===== config.mk =====
export PLATFORM = sky130hd
export DESIGN_NAME = rtc_calendar_backup
export DESIGN_NICKNAME = d
export VERILOG_FILES = /design/src/hw/rtc_calendar_backup.v
export VERILOG_INCLUDE_DIRS = /design/src /design/src/hw
export SDC_FILE = /design/constraint.sdc
export NUM_CORES = 2
export LEC_CHECK = 0
export BUFFER_PORTS_ARGS = -buffer_cell sky130_fd_sc_hd__buf_2
export CAP_MARGIN = 20
export CORE_ASPECT_RATIO = 0.5
export CORE_UTILIZATION = 30
export DETAILED_ROUTE_END_ITERATION = 16
export GPL_TIMING_DRIVEN = 0
export PLACE_DENSITY = 0.53
export SLEW_MARGIN = 20
export SYNTH_ARGS = -nofsm -noshare
export SYNTH_HDL_FRONTEND = slang
export SYNTH_SLANG_ARGS = --single-unit

===== constraint.sdc =====
create_clock -name aclk -period 4.85 [get_ports aclk]
set_input_delay 0 -clock aclk [delete_from_list [all_inputs] [get_ports aclk]]
set_output_delay 0 -clock aclk [all_outputs]
set_load 0.03 [all_outputs]

===== src/hw/rtc_calendar_backup_consts.vh =====
// Purpose: register map, field positions and reset values of the rtc
// Assumes: 32-bit axi4-lite data, one aligned word per register
// Notes:   definitions only
`ifndef RTC_CALENDAR_BACKUP_CONSTS_VH
`define RTC_CALENDAR_BACKUP_CONSTS_VH

`define A_TIME    8'h00
`define A_DATE    8'h04
`define A_CTRL    8'h08
`define A_PRESC   8'h0C
`define A_SUBSEC  8'h10
`define A_SHIFT   8'h14
`define A_CALIB   8'h18
`define A_WUTR    8'h1C
`define A_ALRA    8'h20
`define A_ALRB    8'h24
`define A_TSTIME  8'h28
`define A_TSDATE  8'h2C
`define A_TSSUB   8'h30
`define A_STAT    8'h34
`define A_CLR     8'h38
`define A_IEN     8'h3C
`define A_BKP     8'h40
`define A_BKP_END 8'h8C
`define BKP_N     20

`define RST_TIME  32'h00000000
`define RST_DATE  32'h00002101
`define RST_CTRL  15'h0000
`define RST_APRE  7'h7F
`define RST_SPRE  15'h00FF
`define RST_WUTR  17'h1FFFF

`define C_FMT12   0
`define C_CLKSEL  1
`define C_REFON   3
`define C_REF60   4
`define C_WUCK    5
`define C_WUTE    8
`define C_ALRAE   9
`define C_ALRBE   10
`define C_TFLT    11
`define C_TSE     13
`define C_TAMPE   14

`define S_ALRA    0
`define S_ALRB    1
`define S_WUT     2
`define S_TS      3
`define S_TAMP    4
`define N_EV      5

`define HSE_DIV_LAST 5'h1F
`define CAL_SLOT_BIT 11
`define CAL_INS_POS  11'h400
`define REF50_LAST   6'd49
`define REF60_LAST   6'd59
`define RESP_OKAY    2'h0
`define RESP_SLVERR  2'h2

`endif


===== src/hw/rtc_calendar_backup.v =====
// Purpose: bcd calendar rtc with alarms, wake-up timer, tamper,
//          timestamp and backup registers behind axi4-lite
// Assumes: rtc clock pins are slow against aclk and sampled by it
// Notes:
`timescale 1ns/1ps
`include "rtc_calendar_backup_consts.vh"

module rtc_calendar_backup (
  // clock and reset
  input  wire        aclk,
  input  wire        aresetn,
  // axi4-lite slave
  input  wire [7:0]  s_axi_awaddr,
  input  wire        s_axi_awvalid,
  output wire        s_axi_awready,
  input  wire [31:0] s_axi_wdata,
  input  wire [3:0]  s_axi_wstrb,
  input  wire        s_axi_wvalid,
  output wire        s_axi_wready,
  output reg  [1:0]  s_axi_bresp,
  output reg         s_axi_bvalid,
  input  wire        s_axi_bready,
  input  wire [7:0]  s_axi_araddr,
  input  wire        s_axi_arvalid,
  output wire        s_axi_arready,
  output reg  [31:0] s_axi_rdata,
  output reg  [1:0]  s_axi_rresp,
  output reg         s_axi_rvalid,
  input  wire        s_axi_rready,
  // clock source pins
  input  wire        low_speed_crystal_clock,
  input  wire        internal_rc_slow_clock_one,
  input  wire        internal_rc_slow_clock_two,
  input  wire        high_speed_crystal_clock,
  // event and supply pins
  input  wire        ref_clock_in,
  input  wire        tamper_in,
  input  wire        timestamp_in,
  input  wire        on_battery,
  input  wire        in_shutdown,
  // events
  output wire        irq,
  output wire        wakeup_request
);

  reg  [8:0]  sync1, sync2, sync3;
  wire [8:0]  rise = sync2 & ~sync3;
  reg  [14:0] ctrl;
  reg  [6:0]  apre;
  reg  [14:0] spre;
  reg  [8:0]  calm;
  reg         calp;
  reg  [16:0] wut_rl;
  reg  [31:0] alr [0:1];
  reg  [6:0]  sec, min;
  reg  [5:0]  hour, date;
  reg         pm;
  reg  [4:0]  month;
  reg  [2:0]  wday;
  reg  [7:0]  year;
  reg  [31:0] ts_time, ts_date;
  reg  [14:0] ts_sub;
  reg  [`N_EV-1:0] status, ien;
  reg  [31:0] bkp [0:`BKP_N-1];
  localparam [31:0] date_at_reset = `RST_DATE;

  // pins pass two flops; sync3 only feeds edge detection
  always @(posedge aclk) begin
    if (!aresetn) begin
      sync1 <= 9'h000;
      sync2 <= 9'h000;
      sync3 <= 9'h000;
    end else begin
      sync1 <= {in_shutdown, on_battery, timestamp_in, tamper_in,
                ref_clock_in, high_speed_crystal_clock,
                internal_rc_slow_clock_two, internal_rc_slow_clock_one,
                low_speed_crystal_clock};
      sync2 <= sync1;
      sync3 <= sync2;
    end
  end

  // clock selection and divide
  reg  [4:0] hse_cnt;
  reg        src_tick;
  wire [1:0] clksel = ctrl[`C_CLKSEL+1:`C_CLKSEL];
  wire rc_stop = (clksel == 2'h1 || clksel == 2'h2) &&
                 (sync2[7] || sync2[8]);
  wire rtc_tick = src_tick && !rc_stop;
  always @* begin
    case (clksel)
      2'h0:    src_tick = rise[0];
      2'h1:    src_tick = rise[1];
      2'h2:    src_tick = rise[2];
      default: src_tick = rise[3] && hse_cnt == `HSE_DIV_LAST;
    endcase
  end

  // smooth calibration: 512 slots per 2^20 pulses, mask or insert
  reg  [19:0] cal_cnt;
  reg  [14:0] shift_left;
  reg         add1s;
  wire slot0 = cal_cnt[`CAL_SLOT_BIT-1:0] == 11'h000;
  wire mask_cal = slot0 && cal_cnt[19:`CAL_SLOT_BIT] < calm;
  wire ins_cal = calp &&
                 cal_cnt[`CAL_SLOT_BIT-1:0] == `CAL_INS_POS;
  wire mask_shf = shift_left != 15'h0000 && !mask_cal;
  wire [1:0] inc = !rtc_tick ? 2'h0 :
                   (mask_cal || mask_shf) ? 2'h0 :
                   ins_cal ? 2'h2 : 2'h1;
  reg  [6:0]  apre_cnt;
  reg  [14:0] sub_cnt;
  wire [7:0] asum = {1'b0, apre_cnt} + {6'h00, inc};
  wire ck_apre = asum > {1'b0, apre};
  reg  [5:0]  ref_cnt;
  wire refon = ctrl[`C_REFON];
  wire [5:0] ref_last = ctrl[`C_REF60] ? `REF60_LAST : `REF50_LAST;
  wire sec_ref = refon && rise[4] && ref_cnt == ref_last;
  wire sec_pre = !refon && ck_apre && sub_cnt == 15'h0000;
  wire sec_tick = sec_ref || sec_pre || add1s;
  reg  sec_tick_d;

  // calendar carries
  wire fmt12 = ctrl[`C_FMT12];
  wire sec_wrap = sec == 7'h59;
  wire min_wrap = min == 7'h59;
  wire hour_wrap = fmt12 ? (pm && hour == 6'h11) : hour == 6'h23;
  wire leap = year[4] ? (year[3:0] == 4'h2 || year[3:0] == 4'h6) :
              (year[3:0] == 4'h0 || year[3:0] == 4'h4 ||
               year[3:0] == 4'h8);
  wire [5:0] last_day = (month == 5'h02) ? (leap ? 6'h29 : 6'h28) :
                        (month == 5'h04 || month == 5'h06 ||
                         month == 5'h09 || month == 5'h11) ? 6'h30 :
                        6'h31;
  wire tick_min = sec_tick && sec_wrap;
  wire tick_hour = tick_min && min_wrap;
  wire tick_day = tick_hour && hour_wrap;
  wire tick_mon = tick_day && date == last_day;
  wire tick_year = tick_mon && month == 5'h12;

  function [7:0] binc;
    input [7:0] v;
    begin
      binc = (v[3:0] == 4'h9) ? {v[7:4] + 4'h1, 4'h0} :
             {v[7:4], v[3:0] + 4'h1};
    end
  endfunction

  wire [7:0] sec_n = binc({1'b0, sec});
  wire [7:0] min_n = binc({1'b0, min});
  wire [7:0] hour_n = binc({2'h0, hour});
  wire [7:0] date_n = binc({2'h0, date});
  wire [7:0] mon_n = binc({3'h0, month});
  wire [7:0] year_n = binc(year);

  // wake-up timer clock: rtc clock over 2..16 or the second tick
  reg  [3:0]  wdiv;
  reg  [16:0] wut_cnt;
  wire [2:0] wsel = ctrl[`C_WUCK+2:`C_WUCK];
  wire [3:0] wmask = 4'hF >> (2'h3 - wsel[1:0]);
  wire wut_tick = wsel[2] ? sec_tick :
                  rtc_tick && (&(wdiv | ~wmask));
  wire wut_evt = ctrl[`C_WUTE] && wut_tick && wut_cnt == 17'h00000;

  // tamper filter: edge, or 2, 4, 8 equal samples at rtc rate
  // count saturates past eight so a held pin fires only once
  reg  [3:0] tf_cnt;
  wire [1:0] tflt = ctrl[`C_TFLT+1:`C_TFLT];
  wire tf_hit = rtc_tick && sync2[5] &&
                (tf_cnt + 4'h1) == (4'h1 << tflt);
  wire tamp_evt = ctrl[`C_TAMPE] &&
                  (tflt == 2'h0 ? rise[5] : tf_hit);
  wire ts_evt = ctrl[`C_TSE] &&
                (rise[6] || tamp_evt || rise[7]);

  // alarms: each field can be masked out of the compare
  wire [1:0] alr_hit;
  genvar gi;
  generate
    for (gi = 0; gi < 2; gi = gi + 1) begin : g_alr
      wire [31:0] a = alr[gi];
      assign alr_hit[gi] = ctrl[`C_ALRAE+gi] && sec_tick_d &&
        (a[7] || a[6:0] == sec) && (a[15] || a[14:8] == min) &&
        (a[23] || (a[21:16] == hour && a[22] == pm)) &&
        (a[31] || a[29:24] == date);
    end
  endgenerate

  wire [`N_EV-1:0] ev;
  assign ev[`S_ALRA] = alr_hit[0];
  assign ev[`S_ALRB] = alr_hit[1];
  assign ev[`S_WUT] = wut_evt;
  assign ev[`S_TS] = ts_evt;
  assign ev[`S_TAMP] = tamp_evt;
  assign irq = |(status & ien);
  assign wakeup_request = irq;

  // axi4-lite slave: address and data taken in either order
  reg        aw_got, w_got;
  reg [7:0]  waddr;
  reg [31:0] wdat;
  reg [3:0]  wstb;
  assign s_axi_awready = !aw_got && !s_axi_bvalid;
  assign s_axi_wready = !w_got && !s_axi_bvalid;
  assign s_axi_arready = !s_axi_rvalid;
  wire do_wr = aw_got && w_got;

  function mapped;
    input [7:0] a;
    begin
      mapped = a[1:0] == 2'h0 && a <= `A_BKP_END;
    end
  endfunction

  function [31:0] regval;
    input [7:0] a;
    reg   [7:0] bi;
    begin
      bi = (a - `A_BKP) >> 2;
      if (a == `A_TIME)
        regval = {9'h000, pm, hour, 1'b0, min, 1'b0, sec};
      else if (a == `A_DATE)
        regval = {8'h00, year, wday, month, 2'h0, date};
      else if (a == `A_CTRL)
        regval = {17'h00000, ctrl};
      else if (a == `A_PRESC)
        regval = {9'h000, apre, 1'b0, spre};
      else if (a == `A_SUBSEC)
        regval = {17'h00000, sub_cnt};
      else if (a == `A_CALIB)
        regval = {16'h0000, calp, 6'h00, calm};
      else if (a == `A_WUTR)
        regval = {15'h0000, wut_rl};
      else if (a == `A_ALRA)
        regval = alr[0];
      else if (a == `A_ALRB)
        regval = alr[1];
      else if (a == `A_TSTIME)
        regval = ts_time;
      else if (a == `A_TSDATE)
        regval = ts_date;
      else if (a == `A_TSSUB)
        regval = {17'h00000, ts_sub};
      else if (a == `A_STAT)
        regval = {27'h0000000, status};
      else if (a == `A_IEN)
        regval = {27'h0000000, ien};
      else if (a >= `A_BKP && a <= `A_BKP_END)
        regval = bkp[bi[4:0]];
      else
        regval = 32'h00000000;
    end
  endfunction

  wire [31:0] bm = {{8{wstb[3]}}, {8{wstb[2]}}, {8{wstb[1]}},
                    {8{wstb[0]}}};
  wire [31:0] wval = (regval(waddr) & ~bm) | (wdat & bm);
  wire wr_ok = do_wr && mapped(waddr);
  wire [7:0] bidx = (waddr - `A_BKP) >> 2;

  always @(posedge aclk) begin
    if (!aresetn) begin
      aw_got <= 1'b0;
      w_got <= 1'b0;
      waddr <= 8'h00;
      wdat <= 32'h00000000;
      wstb <= 4'h0;
      s_axi_bvalid <= 1'b0;
      s_axi_bresp <= `RESP_OKAY;
      s_axi_rvalid <= 1'b0;
      s_axi_rresp <= `RESP_OKAY;
      s_axi_rdata <= 32'h00000000;
    end else begin
      if (s_axi_awvalid && s_axi_awready) begin
        aw_got <= 1'b1;
        waddr <= s_axi_awaddr;
      end
      if (s_axi_wvalid && s_axi_wready) begin
        w_got <= 1'b1;
        wdat <= s_axi_wdata;
        wstb <= s_axi_wstrb;
      end
      if (do_wr) begin
        aw_got <= 1'b0;
        w_got <= 1'b0;
        s_axi_bvalid <= 1'b1;
        s_axi_bresp <= mapped(waddr) ? `RESP_OKAY : `RESP_SLVERR;
      end else if (s_axi_bready) begin
        s_axi_bvalid <= 1'b0;
      end
      if (s_axi_arvalid && s_axi_arready) begin
        s_axi_rvalid <= 1'b1;
        s_axi_rdata <= regval(s_axi_araddr);
        s_axi_rresp <= mapped(s_axi_araddr) ? `RESP_OKAY : `RESP_SLVERR;
      end else if (s_axi_rready) begin
        s_axi_rvalid <= 1'b0;
      end
    end
  end

  // backup words take no reset at all, so no reset can clear them
  always @(posedge aclk) begin
    if (wr_ok && waddr >= `A_BKP)
      bkp[bidx[4:0]] <= wval;
  end

  // time base, calendar, timers and flags
  always @(posedge aclk) begin
    if (!aresetn) begin
      ctrl <= `RST_CTRL;
      apre <= `RST_APRE;
      spre <= `RST_SPRE;
      calm <= 9'h000;
      calp <= 1'b0;
      wut_rl <= `RST_WUTR;
      alr[0] <= 32'h00000000;
      alr[1] <= 32'h00000000;
      {pm, hour, min, sec} <= 21'h000000;
      {year, wday, month, date} <= {date_at_reset[23:8], date_at_reset[5:0]};
      hse_cnt <= 5'h00;
      cal_cnt <= 20'h00000;
      shift_left <= 15'h0000;
      add1s <= 1'b0;
      apre_cnt <= 7'h00;
      sub_cnt <= `RST_SPRE;
      ref_cnt <= 6'h00;
      sec_tick_d <= 1'b0;
      wdiv <= 4'h0;
      wut_cnt <= `RST_WUTR;
      tf_cnt <= 4'h0;
      ts_time <= 32'h00000000;
      ts_date <= 32'h00000000;
      ts_sub <= 15'h0000;
      status <= {`N_EV{1'b0}};
      ien <= {`N_EV{1'b0}};
    end else begin
      sec_tick_d <= sec_tick;
      add1s <= 1'b0;
      if (rise[3])
        hse_cnt <= hse_cnt + 5'h01;
      if (rtc_tick) begin
        cal_cnt <= cal_cnt + 20'h00001;
        wdiv <= wdiv + 4'h1;
        tf_cnt <= !sync2[5] ? 4'h0 :
                  (tf_cnt == 4'hF ? tf_cnt : tf_cnt + 4'h1);
        if (mask_shf)
          shift_left <= shift_left - 15'h0001;
      end
      apre_cnt <= ck_apre ? asum[6:0] - apre - 7'h01 : asum[6:0];
      if (sec_ref || (ck_apre && sub_cnt == 15'h0000))
        sub_cnt <= spre;
      else if (ck_apre)
        sub_cnt <= sub_cnt - 15'h0001;
      if (refon && rise[4])
        ref_cnt <= sec_ref ? 6'h00 : ref_cnt + 6'h01;
      if (sec_tick) begin
        sec <= sec_wrap ? 7'h00 : sec_n[6:0];
        if (tick_min)
          min <= min_wrap ? 7'h00 : min_n[6:0];
        if (tick_hour) begin
          if (fmt12) begin
            hour <= hour == 6'h12 ? 6'h01 : hour_n[5:0];
            if (hour == 6'h11)
              pm <= !pm;
          end else begin
            hour <= hour_wrap ? 6'h00 : hour_n[5:0];
          end
        end
        if (tick_day) begin
          wday <= wday == 3'h7 ? 3'h1 : wday + 3'h1;
          date <= tick_mon ? 6'h01 : date_n[5:0];
        end
        if (tick_mon)
          month <= tick_year ? 5'h01 : mon_n[4:0];
        if (tick_year)
          year <= year_n;
      end
      if (!ctrl[`C_WUTE])
        wut_cnt <= wut_rl;
      else if (wut_tick)
        wut_cnt <= wut_cnt == 17'h00000 ? wut_rl :
                   wut_cnt - 17'h00001;
      if (ts_evt) begin
        ts_time <= {9'h000, pm, hour, 1'b0, min, 1'b0, sec};
        ts_date <= {8'h00, year, wday, month, 2'h0, date};
        ts_sub <= sub_cnt;
      end
      // an event in the clearing cycle keeps its flag
      status <= (status & ~((wr_ok && waddr == `A_CLR) ?
                wdat[`N_EV-1:0] : {`N_EV{1'b0}})) | ev;
      if (wr_ok) begin
        if (waddr == `A_TIME) begin
          {pm, hour} <= wval[22:16];
          min <= wval[14:8];
          sec <= wval[6:0];
          apre_cnt <= 7'h00;
          sub_cnt <= spre;
        end else if (waddr == `A_DATE) begin
          year <= wval[23:16];
          wday <= wval[15:13];
          month <= wval[12:8];
          date <= wval[5:0];
        end else if (waddr == `A_CTRL) begin
          ctrl <= wval[14:0];
        end else if (waddr == `A_PRESC) begin
          apre <= wval[22:16];
          spre <= wval[14:0];
        end else if (waddr == `A_SHIFT) begin
          shift_left <= wdat[14:0];
          add1s <= wdat[31];
        end else if (waddr == `A_CALIB) begin
          calp <= wval[15];
          calm <= wval[8:0];
        end else if (waddr == `A_WUTR) begin
          wut_rl <= wval[16:0];
        end else if (waddr == `A_ALRA) begin
          alr[0] <= wval;
        end else if (waddr == `A_ALRB) begin
          alr[1] <= wval;
        end else if (waddr == `A_IEN) begin
          ien <= wval[`N_EV-1:0];
        end
      end
    end
  end

endmodule // rtc_calendar_backup


Word level (Yosys, flattened, before mapping)
Memories as Yosys holds them, arrays and structs flattened.
Cells that the tools add are included.
{"block": "word_totals", "reg_bits": 380, "ramBits": 704, "elab_cells": 426, "input_bits": 68, "n_memories": 2}
{"block": "op_classes", "reduce_logical": 102, "bitwise": 25, "n_shift": 2, "addsub": 27, "eq_ne": 70, "n_lt_le_gt_ge": 6, "n_mux": 149}
{"name": "bkp", "words": 20, "width": 32, "rd": 2, "rd_ports_with_merged_regs": 0, "write_ports": 1, "line": "rtc_calendar_backup.v:64", "rtl": "reg [31:0] bkp [0:`BKP_N-1];"}
{"name": "alr", "words": 2, "width": 32, "rd": 2, "rd_ports_with_merged_regs": 0, "write_ports": 2, "line": "rtc_calendar_backup.v:54", "rtl": "reg [31:0] alr [0:1];"}
{"op": "32-bit two-way mux", "count": 32}
{"op": "15-bit two-way mux", "count": 12}
{"op": "8-bit by 6-bit == test with 1-bit output, second input constant", "count": 15}
{"op": "7-bit two-way mux", "count": 14}
{"op": "6-bit two-way mux", "count": 16}
{"op": "32-bit AND", "count": 2}
{"op": "8-bit by 5-bit == test with 1-bit output, second input constant", "count": 7}
{"op": "17-bit two-way mux", "count": 3}
{"op": "1-bit logical AND", "count": 49}
{"op": "8-bit two-way mux", "count": 6}
{"op": "5-bit two-way mux", "count": 9}
{"op": "1-bit two-way mux", "count": 42}
{"op": "4-bit by 1-bit adder with 4-bit output, second input constant", "count": 9}
{"op": "6-bit == test", "count": 6}
{"op": "4-bit == test, second input constant", "count": 8}
{"op": "8-bit by 4-bit == test with 1-bit output, second input constant", "count": 4}
{"op": "32-bit NOT", "count": 1}
{"op": "32-bit OR", "count": 1}
{"op": "15-bit by 1-bit subtractor with 15-bit output, second input constant", "count": 2}
{"op": "7-bit == test", "count": 4}
{"op": "1-bit logical OR", "count": 22}
{"op": "20-bit by 1-bit adder with 20-bit output, second input constant", "count": 1}
{"op": "3-bit two-way mux", "count": 6}
{"op": "17-bit logical NOT", "count": 1}
{"op": "64 further kinds", "count": 109}

Logic depth before layout (Yosys ltp)
{"block": "depth", "ltp_word": 24, "ltp_mapped": 26, "ltp_nobuf": 22}

Least setup slack after synthesis
No wires, ideal clock.
{"block": "synth_timing", "kind": "register -> register", "start": "register cal_cnt[5]", "end": "register wday[0]", "period_less_slack_ps": 5273, "t_arrival_ps": 5152, "n_path_buf": 3, "slack_ps": -423, "path_stages_with_launch": 25, "path_cell_list": "dfxtp_1 > nor4_1 > nand4b_1 > a2111oi_0 > o211ai_1 > and3_1 > clkbuf_1 > clkbuf_1 > nand3_1 > nor2_1 > ha_1 > fa_1 > and3_1 > nand3_1 > xnor2_1 > ha_1 > and3_1 > o2111ai_1 > a21oi_1 > o2111ai_4 > a211oi_4 > buf_2 > mux2_2 > nor2_1 > a21oi_1"}
{"block": "synth_between", "elab_chain_cells": 21, "word_cells_on_any_way": 24}
{"element": "start, declared", "line": "rtc_calendar_backup.v:100", "rtl": "reg [19:0] cal_cnt;"}
{"element": "start signal, assigned", "line": "rtc_calendar_backup.v:342", "rtl": "cal_cnt <= cal_cnt + 20'h00001;"}
{"element": "11-bit logical NOT", "line": "rtc_calendar_backup.v:103", "rtl": "wire slot0 = cal_cnt[`CAL_SLOT_BIT-1:0] == 11'h000;"}
{"element": "1-bit logical AND", "line": "rtc_calendar_backup.v:104", "rtl": "wire mask_cal = slot0 && cal_cnt[19:`CAL_SLOT_BIT] < calm;"}
{"element": "1-bit logical NOT", "line": "rtc_calendar_backup.v:107", "rtl": "wire mask_shf = shift_left != 15'h0000 && !mask_cal;"}
{"element": "1-bit logical AND", "line": "rtc_calendar_backup.v:107"}
{"element": "1-bit logical OR", "line": "rtc_calendar_backup.v:109", "rtl": "(mask_cal || mask_shf) ? 2'h0 :"}
{"element": "2-bit two-way mux *", "line": "rtc_calendar_backup.v:109"}
{"element": "2-bit two-way mux *", "line": "rtc_calendar_backup.v:108", "rtl": "wire [1:0] inc = !rtc_tick ? 2'h0 :"}
{"element": "7-bit by 2-bit adder with 8-bit output *", "line": "rtc_calendar_backup.v:113", "rtl": "wire [7:0] asum = {1'b0, apre_cnt} + {6'h00, inc};"}
{"element": "[... 5 more ...]"}
{"element": "1-bit logical AND", "line": "rtc_calendar_backup.v:135", "rtl": "wire tick_min = sec_tick && sec_wrap;"}
{"element": "1-bit logical AND", "line": "rtc_calendar_backup.v:136", "rtl": "wire tick_hour = tick_min && min_wrap;"}
{"element": "1-bit logical AND", "line": "rtc_calendar_backup.v:137", "rtl": "wire tick_day = tick_hour && hour_wrap;"}
{"element": "3-bit two-way mux", "line": "rtc_calendar_backup.v:369", "rtl": "if (tick_day) begin"}
{"element": "3-bit two-way mux *", "line": "rtc_calendar_backup.v:356", "rtl": "if (sec_tick) begin"}
{"element": "3-bit two-way mux", "line": "rtc_calendar_backup.v:398", "rtl": "end else if (waddr == `A_DATE) begin"}
{"element": "3-bit two-way mux", "line": "rtc_calendar_backup.v:392", "rtl": "if (waddr == `A_TIME) begin"}
{"element": "3-bit two-way mux *", "line": "rtc_calendar_backup.v:391", "rtl": "if (wr_ok) begin"}
{"element": "end signal, assigned", "line": "rtc_calendar_backup.v:319", "rtl": "{year, wday, month, date} <= {date_at_reset[23:8], date_at_reset[5:0]};"}
{"element": "end signal, assigned", "line": "rtc_calendar_backup.v:370", "rtl": "wday <= wday == 3'h7 ? 3'h1 : wday + 3'h1;"}
{"element": "end signal, assigned", "line": "rtc_calendar_backup.v:400", "rtl": "wday <= wval[15:13];"}
{"element": "end, declared", "line": "rtc_calendar_backup.v:59", "rtl": "reg [2:0] wday;"}
Mark *: on every way between the ends. The rest lies on a longest branch, timed or not.
A chain may end at the register's enable or synchronous reset.

Worst setup path in the final report
{"block": "layout_timing", "start": "register shift_left[4]", "end": "register year[6]"}
{"block": "layout_between", "elab_chain_cells": 21}
{"element": "start, declared", "line": "rtc_calendar_backup.v:101", "rtl": "reg [14:0] shift_left;"}
{"element": "start signal, assigned", "line": "rtc_calendar_backup.v:347", "rtl": "shift_left <= shift_left - 15'h0001;"}
{"element": "start signal, assigned", "line": "rtc_calendar_backup.v:409", "rtl": "shift_left <= wdat[14:0];"}
{"element": "15-bit nonzero test *", "line": "rtc_calendar_backup.v:107"}
{"element": "1-bit logical AND *", "line": "rtc_calendar_backup.v:107"}
{"element": "1-bit logical OR *", "line": "rtc_calendar_backup.v:109"}
{"element": "2-bit two-way mux *", "line": "rtc_calendar_backup.v:109"}
{"element": "2-bit two-way mux *", "line": "rtc_calendar_backup.v:108"}
{"element": "7-bit by 2-bit adder with 8-bit output *", "line": "rtc_calendar_backup.v:113"}
{"element": "8-bit by 7-bit greater-than comparator with 1-bit output *", "line": "rtc_calendar_backup.v:114", "rtl": "wire ck_apre = asum > {1'b0, apre};"}
{"element": "1-bit logical AND * (2 in series)", "line": "rtc_calendar_backup.v:119", "rtl": "wire sec_pre = !refon && ck_apre && sub_cnt == 15'h0000;"}
{"element": "[... 4 more ...]"}
{"element": "1-bit logical AND", "line": "rtc_calendar_backup.v:137"}
{"element": "1-bit logical AND", "line": "rtc_calendar_backup.v:138", "rtl": "wire tick_mon = tick_day && date == last_day;"}
{"element": "1-bit logical AND", "line": "rtc_calendar_backup.v:139", "rtl": "wire tick_year = tick_mon && month == 5'h12;"}
{"element": "8-bit two-way mux", "line": "rtc_calendar_backup.v:375", "rtl": "if (tick_year)"}
{"element": "8-bit two-way mux *", "line": "rtc_calendar_backup.v:356"}
{"element": "8-bit two-way mux", "line": "rtc_calendar_backup.v:398"}
{"element": "8-bit two-way mux", "line": "rtc_calendar_backup.v:392"}
{"element": "8-bit two-way mux *", "line": "rtc_calendar_backup.v:391"}
{"element": "end signal, assigned", "line": "rtc_calendar_backup.v:319"}
{"element": "end signal, assigned", "line": "rtc_calendar_backup.v:376", "rtl": "year <= year_n;"}
{"element": "end signal, assigned", "line": "rtc_calendar_backup.v:399", "rtl": "year <= wval[23:16];"}
{"element": "end, declared", "line": "rtc_calendar_backup.v:60", "rtl": "reg [7:0] year;"}
Marks and branches as above.

==> metrics.md <==
| Metric | Value |
|---|---|
| Pins Over Slew Limit | 0 |
| Pin count of the biggest net entering global routing | 25 |
| Clk Latency, worst-skew pair | 810 ps |
| Final hold slack | 47.80 ps |
| DRT iter0 DRCs | 7322 |
| Worst slew pin tran | around 1400 ps |
| Vias per cell | ~6.1 |
| Required time of the worst setup path | roughly 5500 ps |
| First-pass GRT wire length | 378.3 mm |
| Relative slew slack | under 10% |
| GRT Total Usage | a little under a third |
| Fillers | 17020 |
| Min setup slack post-route | -461.9 ps |
| Simple-gate share of the synthesized area | about a tenth |
| Total grt overflow | 0 |
| Max VDD drop | roughly 310 µV |
| Largest family of logic cells by synthesized area | multiplexers |
| Final Util | a little under two fifths |
| Skew final | 70.48 ps |
| DIE AREA | approximately 180000 µm² |
| Root Driver | clkbuf_16 |
| Layout cell share with drive strength beyond 1 | about a quarter |
| CTS tree | built |
| Max Cap Viol | 0 |
| Setup TNS Final | -41250 ps |
| Fraction of power consumed by the clock network | a little under two fifths |
| Synth Area in XOR/XNOR | between 2 and 2.5% |
| Crit. End Element | register |
| Max Root-Sink Buffers | 3 |
| Clk sink count | about 1100 |
| Synthesis-stage register bit count | around 1100 |
| Logic pwr share | about 18% |
| Worst-path clk slew | 70 ps |
| Internal Pwr Total | between 15 and 20 mW |
| Final cell area excluding filler cells | around 66000 µm² |
| GP Congestion | 1.039 |
| Setup violations, final | ~280 |
| Initial Util | 30.34% |
| Top-Level Pins | about 110 |
| Area of placed instances | 59370 µm² |
| Tmin final | 5312 ps |
| Pre-CTS WS | -1648 ps |
| Hold Fails Final Rpt | 0 |
| RSZ-0062 raised after global routing | true |
| Failing checks | setup timing |
| Sw Share | just over 30% |
| CTS Buf Count | ~110 |
| Row cnt | around 110 |
| Most area-hungry cell type in the Yosys netlist | edfxtp_1 |
| Status | finished with violations |
| Synthesized instance count | between 4000 and 5000 |
| Most used DFF post-synth | edfxtp_1 |
| CP max FO | 6 |
| Syn Std Cell Area | around 54000 µm² |
| Routed via count | approximately 45000 |
| Drt wl/cell | about 40 µm |
| Total Wirelength | around 290 mm |
| Vias in the first global route | 42430 |
| Post-route DRC | 0 |
| Adder-cell share of the synthesized area | under 10% |
| Post-synthesis compound-gate area fraction | a little under an eighth |
| Number of synthesized flops with an enable pin | slightly above 700 |
| Startpoint types | register |
| Leak | roughly 22 nW |
| Placed wire-length estimate | between 200 and 250 mm |
| Die width | 601.1 µm |
| Worst min path class | input port to register |
| TritonRoute pass-1 iters | 9 |
| Yosys Warn Count | 0 |
| Tot Pwr | 23.65 mW |
| Power Dens Cells | 359.3 nW/µm² |
| H-Tree Depth | 3 |
| Yosys top cell area share | 39.27% |
| Distinct cells, synth | 100 |
| Peak Freq | around 190 MHz |
| Dpl cells | around 7000 |
| Critical path arrival | between 5000 and 6000 ps |
| FFs w/ async S/R, synth | 0% |
| Sequential fraction of the synthesis area | 53.32% |
| Core footprint | roughly 180000 µm² |
| Die height | 301.6 µm |
| Largest cells by area after synthesis | edfxtp_1 39%, mux4_2 15%, dfxtp_1 14% |
| Nets@finish | between 4000 and 5000 |
| Psw | just over 7 mW |
| PortBufs | ~110 |
| Mapped Avg Cell Area | between 10 and 15 µm² |
| Antenna Nets Post-Route | 0 |
| Worst setup path category | register to register |
| Initial antenna violation count | 27 |
| Sequential share of power | 43.8% |
| Final std cells w/o fill | ~7300 |
| Mux cell area share after synthesis | ~18% |
| Final Cycle Share | 109.5% |
| Area delta synth->final | 22.26% |
critical path: stages (launching register included):
cell and delay, ps:
dfxtp_2 330, or3_4 380, or3_4 330, or4_4 450, nor3_4 240, nand3_4 160, nor3_4 270, buf_6 140
fa_2 180, and3_4 190, nand3_4 90, xnor2_4 160, ha_4 270, and3_4 220, o2111ai_4 130, a21oi_4 250
o2111ai_4 150, buf_12 190, a211oi_4 210, buf_6 160, nand4_4 120, o21a_1 230, o311a_1 280
layout make-up:
| class | count | area [µm²] | area share [%] |
|---|---|---|---|
| diodes | 7 | 17.52 | 0.02661 |
| clock inverters | 68 | 780.7 | 1.186 |
| flip-flops and latches | 1082 | 28730 | 43.64 |
| repair buffers | 380 | 3751 | 5.699 |
| clock buffers | 129 | 2882 | 4.378 |
| well taps | 2386 | 2985 | 4.535 |
| inverters | 92 | 375.4 | 0.5703 |
| repair inverters | 6 | 35.03 | 0.05322 |
| multi-input cells | 2840 | 24700 | 37.52 |
| plain buffers | 315 | 1572 | 2.387 |
power by group through the flow:
stage | sequential (mW) | clock [mW] | combinational (mW)
floorplan | 10.5 | 0 | 1.86
global placement | 10.6 | 0 | 3.49
detailed placement | 10.6 | 0 | 3.68
CTS | 10.3 | 8.99 | 4.06
global route | 10.4 | 9.32 | 4.40
finish | 10.4 | 8.95 | 4.34
state kept, by name, summed over array words and instances (netlist names), 7 cells and up:
signal	cells
wut_rl	17
ctrl	15
sync1	9
wut_cnt	17
s_axi_rdata	32
wdat	32
min	7
alr	64
shift_left	15
ts_time	21
bkp	640
cal_cnt	20
waddr	8
sec	7
sub_cnt	15
apre_cnt	7
calm	9
apre	7
spre	15
ts_sub	15
sync2	9
sync3	8
year	8
ts_date	22
repair_timing:
item / CTS / global route
gates resized for setup: 162 / 68
buffers inserted: 50 / 12
cloned: 6 / 3
setup endpoints to repair: 791 / 331
hold buffers: 120 / 0
endpoints found under the hold margin: 60 / 0
pin swaps: 67 / 41
worst paths after layout:
check,start,to,slack (ps),depth (start not counted)
worst max-delay path,shift_left[4],year[6],-460,22
worst min-delay path,s_axi_bready,s_axi_bvalid,50,4
worst max register to register,shift_left[4],year[6],-460,22
worst min register to register,sync1[0],sync2[0],440,1
kinds of logic after synthesis:
family | count (synthesis)
AO/OA/AOI/OAI | 966
multiplexers | 525
buffers and inverters | 415
XOR/XNOR | 130
AND/OR/NAND/NOR | 1165
adder cells (fa/ha/maj) | 51
other | 1
flip-flops | 1082
cell usage after synthesis (49+ instances only):
cell and count:
nand2_1 398, xnor2_1 49, mux2i_1 147, ha_1 49
edfxtp_1 704, xor2_1 81, nand3_1 78, o211ai_1 50
nor2_1 366, nor3_1 67, inv_1 92, o21ai_0 183
o22ai_1 75, a21oi_1 256, a211oi_1 61, dfxtp_1 378
clkbuf_1 201, mux4_2 359, buf_2 74
cell usage in the layout, fill, tap and decap left out, drive strengths merged, types with 46 or more instances in the layout:
cell	count
xnor2	49
nand3	78
o22ai	75
dfxtp	378
mux4	359
nand2	398
ha	49
nor3	68
dlygate4sd3	120
nor2	369
a21oi	257
edfxtp	704
clkinv	46
clkbuf	320
o21ai	184
o211ai	50
and2	48
mux2i	147
inv	88
xor2	81
a211oi	63
buf	378
routing by layer:
layer | part of all wire, % | vias up | global-route usage (%)
met4 | 5.0 | 10 | 13.53
met3 | 11 | 581 | 7.568
met1 | 42 | 23430 | 42.71
met5 | 0.023 | - | 0
li1 | - | 17870 | -
met2 | 42 | 3013 | 45.42
No activity file was read; power rests on OpenSTA's default activity.
